$ cat config.mk
export PLATFORM = sky130hd
export DESIGN_NAME = rcpl_top
export DESIGN_NICKNAME = d
export VERILOG_FILES = /design/src/logic/rcpl_pkg.sv /design/src/logic/rcpl_top.sv
export VERILOG_INCLUDE_DIRS = /design/src /design/src/logic
export SDC_FILE = /design/constraint.sdc
export NUM_CORES = 1
export LEC_CHECK = 0
export BUFFER_PORTS_ARGS = -buffer_cell sky130_fd_sc_hd__buf_2
export CAP_MARGIN = 5
export CELL_PAD_IN_SITES_DETAIL_PLACEMENT = 1
export CELL_PAD_IN_SITES_GLOBAL_PLACEMENT = 1
export CORE_MARGIN = 1.5
export CORE_UTILIZATION = 45
export CTS_CLUSTER_DIAMETER = 150
export DETAILED_ROUTE_END_ITERATION = 10
export HOLD_SLACK_MARGIN = 0.12
export MAX_ROUTING_LAYER = met4
export PLACE_DENSITY = 0.88
export REMOVE_ABC_BUFFERS = 1
export SLEW_MARGIN = 10
export SYNTH_ARGS = -nofsm -noshare
export SYNTH_HDL_FRONTEND = slang
export SYNTH_SLANG_ARGS = --single-unit
$ cat constraint.sdc
create_clock -name pclk -period 6.9 [get_ports pclk]
set_clock_uncertainty 0.2 [all_clocks]
set_input_delay 1.38 -clock pclk [delete_from_list [all_inputs] [get_ports pclk]]
set_output_delay 1.38 -clock pclk [all_outputs]
set_load 0.005 [all_outputs]
$ cat src/logic/rcpl_defs.svh
// register offsets, field positions and reset values for the rail control pin logic
// assumes an APB slave with 32-bit data, one aligned word per register
`ifndef RCPL_DEFS_SVH
`define RCPL_DEFS_SVH

`define RCPL_NUM_REG        8
`define RCPL_NUM_OUT        3
// register byte addresses
`define RCPL_ADDR_GRP_EN2   12'h000
`define RCPL_ADDR_GRP_EN3   12'h004
`define RCPL_ADDR_GRP_EN4   12'h008
`define RCPL_ADDR_GRP_EN5   12'h00C
`define RCPL_ADDR_SLP_CFG   12'h010
`define RCPL_ADDR_OUT_CFG   12'h014
`define RCPL_ADDR_OUT_PG    12'h018
`define RCPL_ADDR_STATUS    12'h01C
`define RCPL_ADDR_IRQ       12'h020
// sleep configuration fields
`define RCPL_SLP_MODE_BIT   8
// output configuration fields: per output i, three bits at 4*i
`define RCPL_OC_SRC_PG      0
`define RCPL_OC_PUSHPULL    1
`define RCPL_OC_USER_BIT    2
// power good selection: byte i selects regulators for output i
`define RCPL_PG_FIELD_W     8
// reset values
`define RCPL_GRP_RST        8'h00
`define RCPL_OUT_CFG_RST    12'h000
`define RCPL_PG_SEL_RST     24'h000000
`define RCPL_IRQ_RST        8'h00

`endif

$ cat src/logic/rcpl_pkg.sv
// types shared by the rail control pin logic
// constants live in rcpl_defs.svh
package rcpl_pkg;

    // sleep pin decode state, gray coded
    typedef enum logic [1:0]
    {
        RCPL_NORMAL = 2'b00,
        RCPL_ENTER  = 2'b01,
        RCPL_SLEEP  = 2'b11,
        RCPL_EXIT   = 2'b10
    } rcpl_slp_t;

endpackage

$ cat src/logic/rcpl_top.sv
// rail control pin logic: control pin decode, general outputs, interrupt pin
// assumes control pins arrive asynchronously and power good from the regulators
//
// What this block does
// - outputs two and three select open-drain or push-pull drive by configuration
// - each output sources either combined power good of chosen regulators or a user bit
// - output four is always open-drain, with the same source choice
// - each control input enables its regulator group high, disables it low; input three enables only in enable mode
// - input three in sleep mode: low sleeps its group, high returns to normal
// - open-drain interrupt output signals pending bits of the interrupt status register
//
// Local design decisions: register access over APB and the address map.
`timescale 1ns/10ps
`include "rcpl_defs.svh"

module rcpl_top
(
    input  wire logic        pclk,
    input  wire logic        presetn,
    input  wire logic        psel,
    input  wire logic        penable,
    input  wire logic        pwrite,
    input  wire logic [11:0] paddr,
    input  wire logic [31:0] pwdata,
    output logic      [31:0] prdata,
    output logic             pready,
    output logic             pslverr,
    input  wire logic        rail_enable_in_two,
    input  wire logic        rail_enable_or_sleep_in_three,
    input  wire logic        rail_enable_in_four,
    input  wire logic        rail_enable_in_five,
    input  wire logic [7:0]  regulator_power_good,
    input  wire logic [7:0]  irq_event,
    output logic      [7:0]  regulator_enable,
    output logic      [7:0]  regulator_sleep,
    output logic             general_output_two_o,
    output logic             general_output_two_oe,
    output logic             general_output_three_o,
    output logic             general_output_three_oe,
    output logic             general_output_four_o,
    output logic             general_output_four_oe,
    output logic             interrupt_out_n_o,
    output logic             interrupt_out_n_oe
);

    typedef struct packed
    {
        logic [3:0]         sync1;
        logic [3:0]         sync2;
        logic [3:0][7:0]    grp;
        logic [7:0]         slp_grp;
        logic               slp_mode;
        logic [11:0]        out_cfg;
        logic [23:0]        pg_sel;
        logic [7:0]         irq;
        rcpl_pkg::rcpl_slp_t slp;
        logic [7:0]         en;
        logic [7:0]         sl;
        logic [2:0]         gpo;
        logic [31:0]        rdata;
    } rcpl_state_t;

    rcpl_state_t st;
    rcpl_state_t next_st;

    logic        wr;
    logic        rd;
    logic        mapped;
    logic [3:0]  pins;
    logic [2:0]  pg_ok;
    logic        slp_pin;

    assign pins = {rail_enable_in_five, rail_enable_in_four,
                   rail_enable_or_sleep_in_three, rail_enable_in_two};
    assign wr = psel && penable && pwrite;
    assign rd = psel && !penable && !pwrite;
    assign slp_pin = st.sync2[1];

    // address decode; unmapped addresses answer with pslverr
    always_comb
    begin
        case (paddr)
            `RCPL_ADDR_GRP_EN2, `RCPL_ADDR_GRP_EN3, `RCPL_ADDR_GRP_EN4,
            `RCPL_ADDR_GRP_EN5, `RCPL_ADDR_SLP_CFG, `RCPL_ADDR_OUT_CFG,
            `RCPL_ADDR_OUT_PG, `RCPL_ADDR_STATUS, `RCPL_ADDR_IRQ: mapped = 1'b1;
            default: mapped = 1'b0;
        endcase
    end

    // per-output power good: all chosen regulators good; empty selection reads good
    genvar gi;
    generate
        for (gi = 0; gi < `RCPL_NUM_OUT; gi++)
        begin : g_pg
            assign pg_ok[gi] = &(regulator_power_good
                                 | ~st.pg_sel[gi*`RCPL_PG_FIELD_W +: `RCPL_PG_FIELD_W]);
        end
    endgenerate

    always_comb
    begin
        next_st = st;
        // two-flop synchroniser; only sync2 is looked at
        next_st.sync1 = pins;
        next_st.sync2 = st.sync1;
        // sleep pin state; pin low means sleep
        case (st.slp)
            rcpl_pkg::RCPL_NORMAL: if (st.slp_mode && !slp_pin) next_st.slp = rcpl_pkg::RCPL_ENTER;
            rcpl_pkg::RCPL_ENTER:  next_st.slp = rcpl_pkg::RCPL_SLEEP;
            rcpl_pkg::RCPL_SLEEP:  if (!st.slp_mode || slp_pin) next_st.slp = rcpl_pkg::RCPL_EXIT;
            rcpl_pkg::RCPL_EXIT:   next_st.slp = rcpl_pkg::RCPL_NORMAL;
            default:               next_st.slp = rcpl_pkg::RCPL_NORMAL;
        endcase
        // enables: a group follows its pin; input three gives enables only in enable mode
        next_st.en = (st.sync2[0] ? st.grp[0] : 8'h00)
                   | ((st.sync2[1] && !st.slp_mode) ? st.grp[1] : 8'h00)
                   | (st.sync2[2] ? st.grp[2] : 8'h00)
                   | (st.sync2[3] ? st.grp[3] : 8'h00);
        next_st.sl = (st.slp == rcpl_pkg::RCPL_SLEEP) ? st.slp_grp : 8'h00;
        // output levels; user bit or combined power good
        for (int i = 0; i < `RCPL_NUM_OUT; i++)
        begin
            next_st.gpo[i] = st.out_cfg[4*i + `RCPL_OC_SRC_PG] ? pg_ok[i]
                           : st.out_cfg[4*i + `RCPL_OC_USER_BIT];
        end
        // interrupt status: set beats a write-one clear in the same cycle
        next_st.irq = st.irq | irq_event;
        if (wr && paddr == `RCPL_ADDR_IRQ)
            next_st.irq = (st.irq & ~pwdata[7:0]) | irq_event;
        // register writes in the access phase
        if (wr)
        begin
            case (paddr)
                `RCPL_ADDR_GRP_EN2: next_st.grp[0] = pwdata[7:0];
                `RCPL_ADDR_GRP_EN3: next_st.grp[1] = pwdata[7:0];
                `RCPL_ADDR_GRP_EN4: next_st.grp[2] = pwdata[7:0];
                `RCPL_ADDR_GRP_EN5: next_st.grp[3] = pwdata[7:0];
                `RCPL_ADDR_SLP_CFG:
                begin
                    next_st.slp_grp  = pwdata[7:0];
                    next_st.slp_mode = pwdata[`RCPL_SLP_MODE_BIT];
                end
                `RCPL_ADDR_OUT_CFG: next_st.out_cfg = pwdata[11:0];
                `RCPL_ADDR_OUT_PG:  next_st.pg_sel = pwdata[23:0];
                default: ;
            endcase
        end
        // read data captured in setup, presented in access
        if (rd)
        begin
            case (paddr)
                `RCPL_ADDR_GRP_EN2: next_st.rdata = {24'h000000, st.grp[0]};
                `RCPL_ADDR_GRP_EN3: next_st.rdata = {24'h000000, st.grp[1]};
                `RCPL_ADDR_GRP_EN4: next_st.rdata = {24'h000000, st.grp[2]};
                `RCPL_ADDR_GRP_EN5: next_st.rdata = {24'h000000, st.grp[3]};
                `RCPL_ADDR_SLP_CFG: next_st.rdata = {23'h000000, st.slp_mode, st.slp_grp};
                `RCPL_ADDR_OUT_CFG: next_st.rdata = {20'h00000, st.out_cfg};
                `RCPL_ADDR_OUT_PG:  next_st.rdata = {8'h00, st.pg_sel};
                `RCPL_ADDR_STATUS:  next_st.rdata = {9'h000, st.gpo, st.sync2, st.sl, st.en};
                `RCPL_ADDR_IRQ:     next_st.rdata = {24'h000000, st.irq};
                default:            next_st.rdata = 32'h00000000;
            endcase
        end
    end

    // one register for all state
    always_ff @(posedge pclk or negedge presetn)
    begin
        if (!presetn)
        begin
            st <= '0;
        end
        else
        begin
            st <= next_st;
        end
    end

    // zero-wait APB slave
    assign pready  = 1'b1;
    assign pslverr = psel && penable && !mapped;
    assign prdata  = st.rdata;

    assign regulator_enable = st.en;
    assign regulator_sleep  = st.sl;

    // open drain drives only low; push-pull drives always
    assign general_output_two_o    = st.gpo[0];
    assign general_output_two_oe   = st.out_cfg[`RCPL_OC_PUSHPULL] || !st.gpo[0];
    assign general_output_three_o  = st.gpo[1];
    assign general_output_three_oe = st.out_cfg[4 + `RCPL_OC_PUSHPULL] || !st.gpo[1];
    // output four ignores the push-pull bit
    assign general_output_four_o   = 1'b0;
    assign general_output_four_oe  = !st.gpo[2];
    assign interrupt_out_n_o       = 1'b0;
    assign interrupt_out_n_oe      = |st.irq;
endmodule

==> After elaboration in Yosys (flattened, before gate mapping) <==
Index checks and enable logic that the tools add are counted.
{ "op_classes": {"eq_ne": 13, "muxes": 14, "n_bitwise": 13, "n_reduce_logical": 34} }
{ "ops": {"columns": ["operator", "n"], "rows": [
  ["case mux 24 bit (9 select lines)", 1],
  ["OR 8 bit", 8],
  ["== test 12 x 5 -> 1 bit, second input constant", 4],
  ["2-to-1 mux 8 bit", 6],
  ["NOT 8 bit", 4],
  ["== test 12 x 4 -> 1 bit, second input constant", 2],
  ["AND reduction 8 bit", 3],
  ["AND reduction 2 bit", 8],
  ["== test 12 x 3 -> 1 bit, second input constant", 1],
  ["== test 12 x 6 -> 1 bit, second input constant", 1],
  ["zero test 12 bit", 1],
  ["OR reduction 9 bit", 1],
  ["bitwise AND 8 bit", 1],
  ["logical AND 1 bit", 8],
  ["zero test 1 bit", 8],
  ["case mux 2 bit (4 select lines)", 1],
  ["OR reduction 8 bit", 1],
  ["== test 2 bit, second input constant", 2],
  ["2-to-1 mux 1 bit", 4],
  ["2-to-1 mux 2 bit", 2],
  ["inequality test 2 bit, second input constant", 2],
  ["logical OR 1 bit", 3],
  ["== test 2 x 1 -> 1 bit, second input constant", 1],
  ["zero test 2 bit", 1]
]} }
{ "totals": {"ff_bits": 146, "in_bits": 69, "output_inout_bits": 58, "word_cells": 90} }

==> Longest topological paths before layout <==
Gate-level depths: netlist (run 1).
{ "logic_depth": {"ltp_word": 6, "ltp_mapped": 6, "ltp_nobuf": 4} }

==> Worst setup path before layout (run 1) <==
No wires, ideal clock.
{ "synth_path": {"path_type": "input to output", "startpoint": "input paddr[2]", "endpoint": "output pslverr", "arrival_ns": 2.677, "required_time_ns": 5.320, "setup_slack_ns": 2.643, "stages": 5, "n_path_buf": 3, "cell_sequence": "buf_2 buf_1 buf_2 o21ai_0 a31oi_1"} }
{ "synth_between": {"elab_chain_len": 5, "elab_cells_between_ends": 13, "cone_classes": "eq/ne: 8; mux: 1; reduce/logical: 4"} }
{ "synth_lines": {"columns": ["element", "line_no", "rtl"], "rows": [
  ["start, declared", "rcpl_top.sv:23", "input wire logic [11:0] paddr,"],
  ["== test 12 x 6 -> 1 bit (tied with other cells)", "rcpl_top.sv:82", "case (paddr)"],
  ["OR reduction 9 bit (*)", "rcpl_top.sv:82", null],
  ["2-to-1 mux 1 bit (*)", "rcpl_top.sv:82", null],
  ["zero test 1 bit (*)", "rcpl_top.sv:181", "assign pslverr = psel && penable && !mapped;"],
  ["logical AND 1 bit (*)", "rcpl_top.sv:181", null],
  ["end, declared", "rcpl_top.sv:27", "output logic pslverr,"]
]} }
Mark *: on every way between the ends. The rest lies on a longest branch, timed or not.

==> Final worst setup path (run 1) <==
{ "layout_path": {"startpoint": "input paddr[9]", "endpoint": "output pslverr"} }
The elaborated chain is that of the path after synthesis.

==> results.tsv, run 1 <==
stage	metric	value	unit
detailed_routing	wl_per_cell	24.3	um
yosys	syn-cell-area	6730	um2
sta	tightest_slew	1.22	ns
floorplan	pin_count	127	
sta	maxSlewHeadroom	0.183	
pwr	fin_total_pwr	1.96	mW
clock_network	cts_buffers	17	
pwr	netSwitchingPower	0.432	mW
setup_path	required	5.32	ns
setup_path	r2r_end	regulator_enable[2]	
sta	max_freq	0.222	GHz
floorplan	initial_core_util	0.461	
pwr	switching_share	0.220	
clock_network	cts.path.max_buffers	2	
sta	finalSetupTns	0	ns
setup_path	endpoint	pslverr	
floorplan	core_area	14600	um2
final_layout	fin_area	7710	um2
detailed_routing	antenna_left	0	
placed_design	port-buffer-count	107	
sta	drv_slew	0	
setup_path	r2r.worst_path.cells	3	
clock_network	cts_tree	built	
global_routing	grt_pass1_wl	31300	um
sta	setup_viol	0	
setup_path	path_class	input port to output port	
sta	rsz0062_at_grt	no	
clock_network	cts_hold_buf	0	
yosys	ys_types	47	
setup_path	crit_fanout	9	
clock_network	cts_max_level	4	
detailed_routing	totalWireLength	20000	um
pwr	sequentialPowerShare	0.418	
final_layout	post_route_cells_drive_above_1_share	0.360	
detailed_routing	first_pass_iters	5	
final_layout	stdcell_count	823	
yosys	synth_edf_count	0	
sta	holdWs	0.147	ns
clock_network	path_clk_slew	0.06	ns
status	status	finished, final reports clean	
yosys	ys_ff_latch	138	
sta	hold_violations	0	
detailed_routing	num_vias	4818	
placed_design	gp_congestion	0.892	
global_routing	grt_overflow_total	0	
floorplan	die_area	15700	um2
setup_path	crit_start	paddr[9]	
detailed_routing	drt_iter0_markers	454	
global_routing	grt_pass1_vias	5331	
clock_network	post-cts-setup-buffer-count	0	
final_layout	num-nets-final	695	
job	drv_cap	0	
setup_path	rrSetupSlack	5.12	ns
clock_network	cts_root_buf	clkbuf_16	
floorplan	die_w	125	um
yosys	yosysWarnings	0	
yosys	synth_cells	568	
clock_network	clock_sinks	138	
final_layout	fillers	1520	
pwr	p_leak	3.86	nW
floorplan	die_height	125	um
pwr	intPower	1.53	mW
final_layout	syn2layout_area_growth	14.7	%
pwr	p_per_area	254	nW/um2
placed_design	dpl.hpwl	13300	um
yosys	synth_top_flop_cell	dfrtp_1	
setup_path	reg2reg_from	slp_pin	
placed_design	placed_area	7030	um2
detailed_routing	drc	0	
detailed_routing	via_per_inst	5.85	
worst_hold_path	hold_class	flop to flop	
global_routing	track_usage	0.274	
setup_path	crit_path_end_kind	output port	
pwr	power_frac_comb	0.043	
setup_path	cp.arrival	2.92	ns
global_routing	antenna_found_initial	0	
clock_network	clk_latency	0.43	ns
clock_network	post_cts_resized	0	
global_routing	grt_max_degree	81	
setup_path	cp-start-kind	input port	
placed_design	placed_cells	791	
yosys	ys_seq_area_frac	0.513	
pwr	vdd_ir_drop_max	171	uV
yosys	avgSynthCellArea	11.8	um2
final_layout	diodes	0	
sta	period_needed	4.50	ns
sta	period_share	0.652	
pwr	p_clk_frac	0.539	
floorplan	rows	44	
yosys	synthArstFlopShare	1.00	
[final cells by class]
type	instances	area [um2]	area share
multi-input cells	332	2690	0.348
flip-flops and latches	138	3450	0.448
inverters	28	105	0.0136
well taps	184	230	0.0299
clock buffers	18	439	0.0569
repair buffers	109	557	0.0722
clock inverters	14	241	0.0313
[critical path: stages]
cell and delay (ns):
buf_2 0.10, or4_4 0.61, nor4b_1 0.48, a31oi_1 0.17
buf_2 0.17
[synth_stat cells, types with 2 or more instances]
library cell | count | area [um2]
a21o_1 | 7 | 52.6
a222oi_1 | 9 | 90.1
a22oi_1 | 7 | 52.6
a2bb2oi_1 | 3 | 26.3
and3_1 | 12 | 75.1
buf_1 | 6 | 22.5
buf_2 | 3 | 15.0
buf_4 | 53 | 398
buf_6 | 2 | 22.5
clkbuf_1 | 15 | 56.3
conb_1 | 2 | 7.51
dfrtp_1 | 138 | 3450
inv_1 | 28 | 105
mux2_2 | 62 | 698
mux2_4 | 18 | 270
mux2i_1 | 45 | 450
nand2_1 | 54 | 203
nand2b_1 | 2 | 12.5
nand3_1 | 4 | 20.0
nand3b_1 | 2 | 15.0
nand4_1 | 2 | 12.5
nor2_1 | 4 | 15.0
nor2b_1 | 3 | 18.8
nor3_1 | 4 | 20.0
nor4_1 | 8 | 50.1
o21ai_0 | 19 | 95.1
o221ai_1 | 6 | 52.6
o22ai_1 | 21 | 131
o2bb2ai_1 | 6 | 52.6
o31ai_1 | 2 | 15.0
or4_1 | 3 | 22.5
or4_4 | 2 | 22.5
or4b_1 | 2 | 20.0
[logic make-up after synthesis]
logic type	synth area share
compound gates	0.0887
fa+ha+maj	0.00149
buf+inv	0.0921
flops	0.513
mux	0.214
other cells	0.00112
simple gates	0.0887
[layout by cell type, fill, tap and decap left out, drive strengths merged, types with 5 or more instances in the layout]
master	synthesis	layout
nand2	54	54
mux2i	45	45
nor4	10	10
o221ai	6	6
o22ai	21	21
and3	12	12
mux2	80	80
conb	2	11
o2bb2ai	6	6
dfrtp	138	138
clkbuf	15	18
or4	5	5
bufinv	0	6
o21ai	19	19
buf	64	109
a22oi	7	7
inv	28	31
a222oi	9	9
a21o	7	7
[routing by layer]
metal,vias up,GRT usage,wire (um)
met5,-,-,0
met4,0,0.0929,414
met3,35,0.0586,1110
met2,206,0.444,10000
met1,2470,0.343,8490
li1,2107,-,-
[registers in the layout, summed over array words and instances, names as in the netlist]
register / count
st: 91
prdata: 24
regulator_enable: 8
regulator_sleep: 8
next_st: 4
general_output_three_o: 1
general_output_two_o: 1
slp_pin: 1
[power groups by stage]
| stage | logic [mW] | registers (mW) | clock network (mW) |
|---|---|---|---|
| after CTS | 0.0850 | 0.818 | 1.07 |
| after floorplan | 0.0205 | 0.830 | 0 |
| after global placement | 0.0814 | 0.833 | 0 |
| after detailed placement | 0.0841 | 0.833 | 0 |
| final | 0.0849 | 0.818 | 1.06 |
| after global routing | 0.0924 | 0.818 | 1.10 |
[worst min-delay path by stage]
stage                  from      end  cells past startpoint
2_1_floorplan  next_st[139]  slp_pin                      0
3_3_place_gp   next_st[138]  st[138]                      0
3_5_place_dp   next_st[140]  st[140]                      0
4_1_cts        next_st[140]  st[140]                      0
5_1_grt        next_st[140]  st[140]                      0
6_report       next_st[140]  st[140]                      0
[metrics by stage]
| step | utilization | setup slack, ns |
|---|---|---|
| 2_1_floorplan | - | 2.90 |
| 3_3_place_gp | 0.482 | 2.40 |
| 3_5_place_dp | 0.482 | 2.43 |
| 4_1_cts | 0.529 | 2.42 |
| 5_1_grt | 0.529 | 2.27 |
| 6_report | 0.529 | 2.40 |
Power figures use the tool's default switching activity.
==> run 2: changes to the inputs <==
--- a/config.mk
+++ b/config.mk
@@ -11,12 +11,12 @@
 export CELL_PAD_IN_SITES_DETAIL_PLACEMENT = 1
 export CELL_PAD_IN_SITES_GLOBAL_PLACEMENT = 1
 export CORE_MARGIN = 1.5
-export CORE_UTILIZATION = 45
+export CORE_UTILIZATION = 40
 export CTS_CLUSTER_DIAMETER = 150
 export DETAILED_ROUTE_END_ITERATION = 10
 export HOLD_SLACK_MARGIN = 0.12
 export MAX_ROUTING_LAYER = met4
-export PLACE_DENSITY = 0.88
+export PLACE_DENSITY = 0.83
 export REMOVE_ABC_BUFFERS = 1
 export SLEW_MARGIN = 10
 export SYNTH_ARGS = -nofsm -noshare
==> constraint.sdc (replaced) <==
create_clock -name pclk -period 3.8 [get_ports pclk]
set_clock_uncertainty 0.2 [all_clocks]
set_input_delay 0.76 -clock pclk [delete_from_list [all_inputs] [get_ports pclk]]
set_output_delay 0.76 -clock pclk [all_outputs]
set_load 0.005 [all_outputs]
==> run 2 against run 1 <==
  * Clock power increased by 55%
  * Setup slack got worse by 1.9 ns
  * First-iteration DRC count decreased by 25%
  * Via count increased by 0.42%
  * Register-to-register slack got worse by 3.1 ns
  * Final area increased by 0.21%
  * Critical endpoint unchanged
==> results.tsv, run 2 (synthesized netlist as in run 1, its figures left out) <==
stage	metric	value	unit	change
sta	finalSetupTns	0	ns	unchanged
global_routing	antenna_found_initial	1		was 0
floorplan	initial_core_util	0.407		was 0.461
placed_design	placed_cells	835		was 791
clock_network	clock_sinks	138		unchanged
final_layout	stdcell_count	868		was 823
setup_path	crit_fanout	9		unchanged
clock_network	cts.path.max_buffers	2		unchanged
final_layout	fillers	1756		was 1520
floorplan	pin_count	127		unchanged
global_routing	track_usage	0.240		was 0.274
setup_path	path_common_cell	buf_2		unchanged
setup_path	crit_path_end_kind	output port		unchanged
detailed_routing	totalWireLength	19700	um	was 20000 um
clock_network	post_cts_resized	0		unchanged
placed_design	dpl.hpwl	14000	um	was 13300 um
global_routing	grt_pass1_vias	5210		was 5331
placed_design	port-buffer-count	107		unchanged
final_layout	largest-register	st		unchanged
floorplan	core_area	16500	um2	was 14600 um2
placed_design	gp_congestion	0.889		was 0.892
clock_network	cts_max_level	4		unchanged
final_layout	num-nets-final	703		was 695
clock_network	cts_root_buf	clkbuf_16		unchanged
clock_network	clk_latency	0.43	ns	about the same
sta	tightest_slew	1.04	ns	was 1.22 ns
global_routing	grt_overflow_total	0		unchanged
setup_path	slowest_delay	0.62	ns	was 0.61 ns
detailed_routing	num_vias	4838		was 4818
job	drv_cap	0		unchanged
clock_network	cts_buffers	17		unchanged
pwr	p_clk_frac	0.498		was 0.539
detailed_routing	first_pass_iters	5		unchanged
pwr	vdd_ir_drop_max	383	uV	was 171 uV
floorplan	die_height	133	um	was 125 um
status	status	finished, final reports clean		unchanged
pwr	intPower	2.55	mW	was 1.53 mW
pwr	switching_share	0.224		was 0.220
detailed_routing	via_per_inst	5.57		was 5.85
detailed_routing	antenna_left	0		unchanged
detailed_routing	drt_iter0_markers	342		was 454
detailed_routing	drc	0		unchanged
setup_path	cp-start-kind	input port		unchanged
clock_network	cts_hold_buf	0		unchanged
global_routing	grt_max_degree	76		was 81
setup_path	cp.arrival	2.31	ns	was 2.92 ns
global_routing	grt_pass1_wl	30500	um	was 31300 um
final_layout	final_common_cell	dfrtp_1		unchanged
sta	period_share	0.861		
floorplan	rows	47		was 44
clock_network	post-cts-setup-buffer-count	0		unchanged
final_layout	largest_reg_flops	91		unchanged
clock_network	path_clk_slew	0.06	ns	about the same
sta	max_freq	0.306	GHz	
sta	rsz0062_at_grt	no		unchanged
sta	period_needed	3.27	ns	
pwr	netSwitchingPower	0.737	mW	was 0.432 mW
detailed_routing	wl_per_cell	22.6	um	was 24.3 um
floorplan	die_area	17600	um2	was 15700 um2
pwr	power_frac_comb	0.049		was 0.043
setup_path	required	2.84	ns	was 5.32 ns
clock_network	cts_tree	built		unchanged
setup_path	path_class	input port to output port		unchanged
final_layout	final_cell_mix	138 x dfrtp_1, 106 x buf_2, 62 x mux2_2		unchanged
sta	setup_viol	0		unchanged
sta	maxSlewHeadroom	0.307		was 0.183
final_layout	post_route_cells_drive_above_1_share	0.359		was 0.360
setup_path	path_cells	buf_2 > or4_4 > nor4b_1 > a31oi_1 > buf_2		unchanged
pwr	p_per_area	425	nW/um2	was 254 nW/um2
worst_hold_path	hold_class	input port to asynchronous set/reset pin		was flop to flop
pwr	sequentialPowerShare	0.453		was 0.418
sta	drv_slew	0		unchanged
pwr	p_leak	3.84	nW	was 3.86 nW
setup_path	critical-path-top-delay-family	simple AND/OR/NAND/NOR gates		unchanged
setup_path	cp_slowest_cell	or4_4		unchanged
sta	hold_violations	0		unchanged
setup_path	cp_num_buf_inv	2		unchanged
final_layout	syn2layout_area_growth	14.9	%	was 14.7%
floorplan	die_w	133	um	was 125 um
[run 2: cell types whose count changed in the layout (fill, tap and decap cells not counted), moves of 2 or more]
| cell | previous run | this run |
|---|---|---|
| bufinv_16 | 6 | 2 |
| clkinvlp_4 | 1 | 3 |
| clkinv_4 | 2 | 0 |
| buf_4 | 2 | 9 |
| clkbuf_1 | 0 | 6 |
| clkbuf_8 | 1 | 3 |
| inv_6 | 3 | 0 |
[run 2: routing by layer]
layer  vias to the layer above  track usage  part of all wire
met1                      2497        0.291              0.42
met5                         -            -                 0
met3                        34       0.0517             0.058
met2                       179        0.391              0.50
met4                         0       0.0946             0.024
li1                       2128            -                 -
[run 2: area by class of cell]
type,instances,area [um2],share of cell area
Tap cell,220,275,0.0356
Clock buffer,26,489,0.0633
Inverter,28,105,0.0136
Clock inverter,6,87.6,0.0113
Sequential cell,138,3450,0.447
Multi-Input combinational cell,332,2690,0.348
Timing Repair Buffer,117,629,0.0814
Antenna cell,1,2.50,0.000324
[run 2: worst paths after layout]
check,startpoint,end,slack (ns),depth (start not counted)
min in group pclk,next_st[140],st[140],0.15,0
worst max-delay path,paddr[9],pslverr,0.53,5
worst min-delay path,presetn,st[78],0.12,1
max in group asynchronous,presetn,st[63],2.45,2
worst min register to register,next_st[140],st[140],0.15,0
worst max register to register,slp_pin,regulator_enable[0],2.06,3
[run 2: worst reg2reg max path, delay by kind of cell (launching register included)]
family           cells  cell delay [ns]
flip-flops           1             0.38
AND/OR/NAND/NOR      3             1.09
[run 2: power groups by stage]
stage          clock network, mW  logic [mW]  registers, mW
2_1_floorplan                  0      0.0373           1.51
3_3_place_gp                   0       0.155           1.51
3_5_place_dp                   0       0.159           1.51
4_1_cts                     1.67       0.160           1.49
5_1_grt                     1.72       0.174           1.49
6_report                    1.64       0.160           1.49
[run 2: through the flow]
step            util  setup slack, ns  total power, mW  instance area [um2]  hold WS, ns
6_report       0.468            0.527             3.28                 7730        0.119
5_1_grt        0.468            0.446             3.38                 7730        0.152
4_1_cts        0.468            0.552             3.31                 7730        0.143
3_5_place_dp   0.433            0.556             1.67                 7150        0.136
3_3_place_gp   0.433            0.555             1.67                 7150        0.134
2_1_floorplan      -             1.02             1.54                 6240        0.131
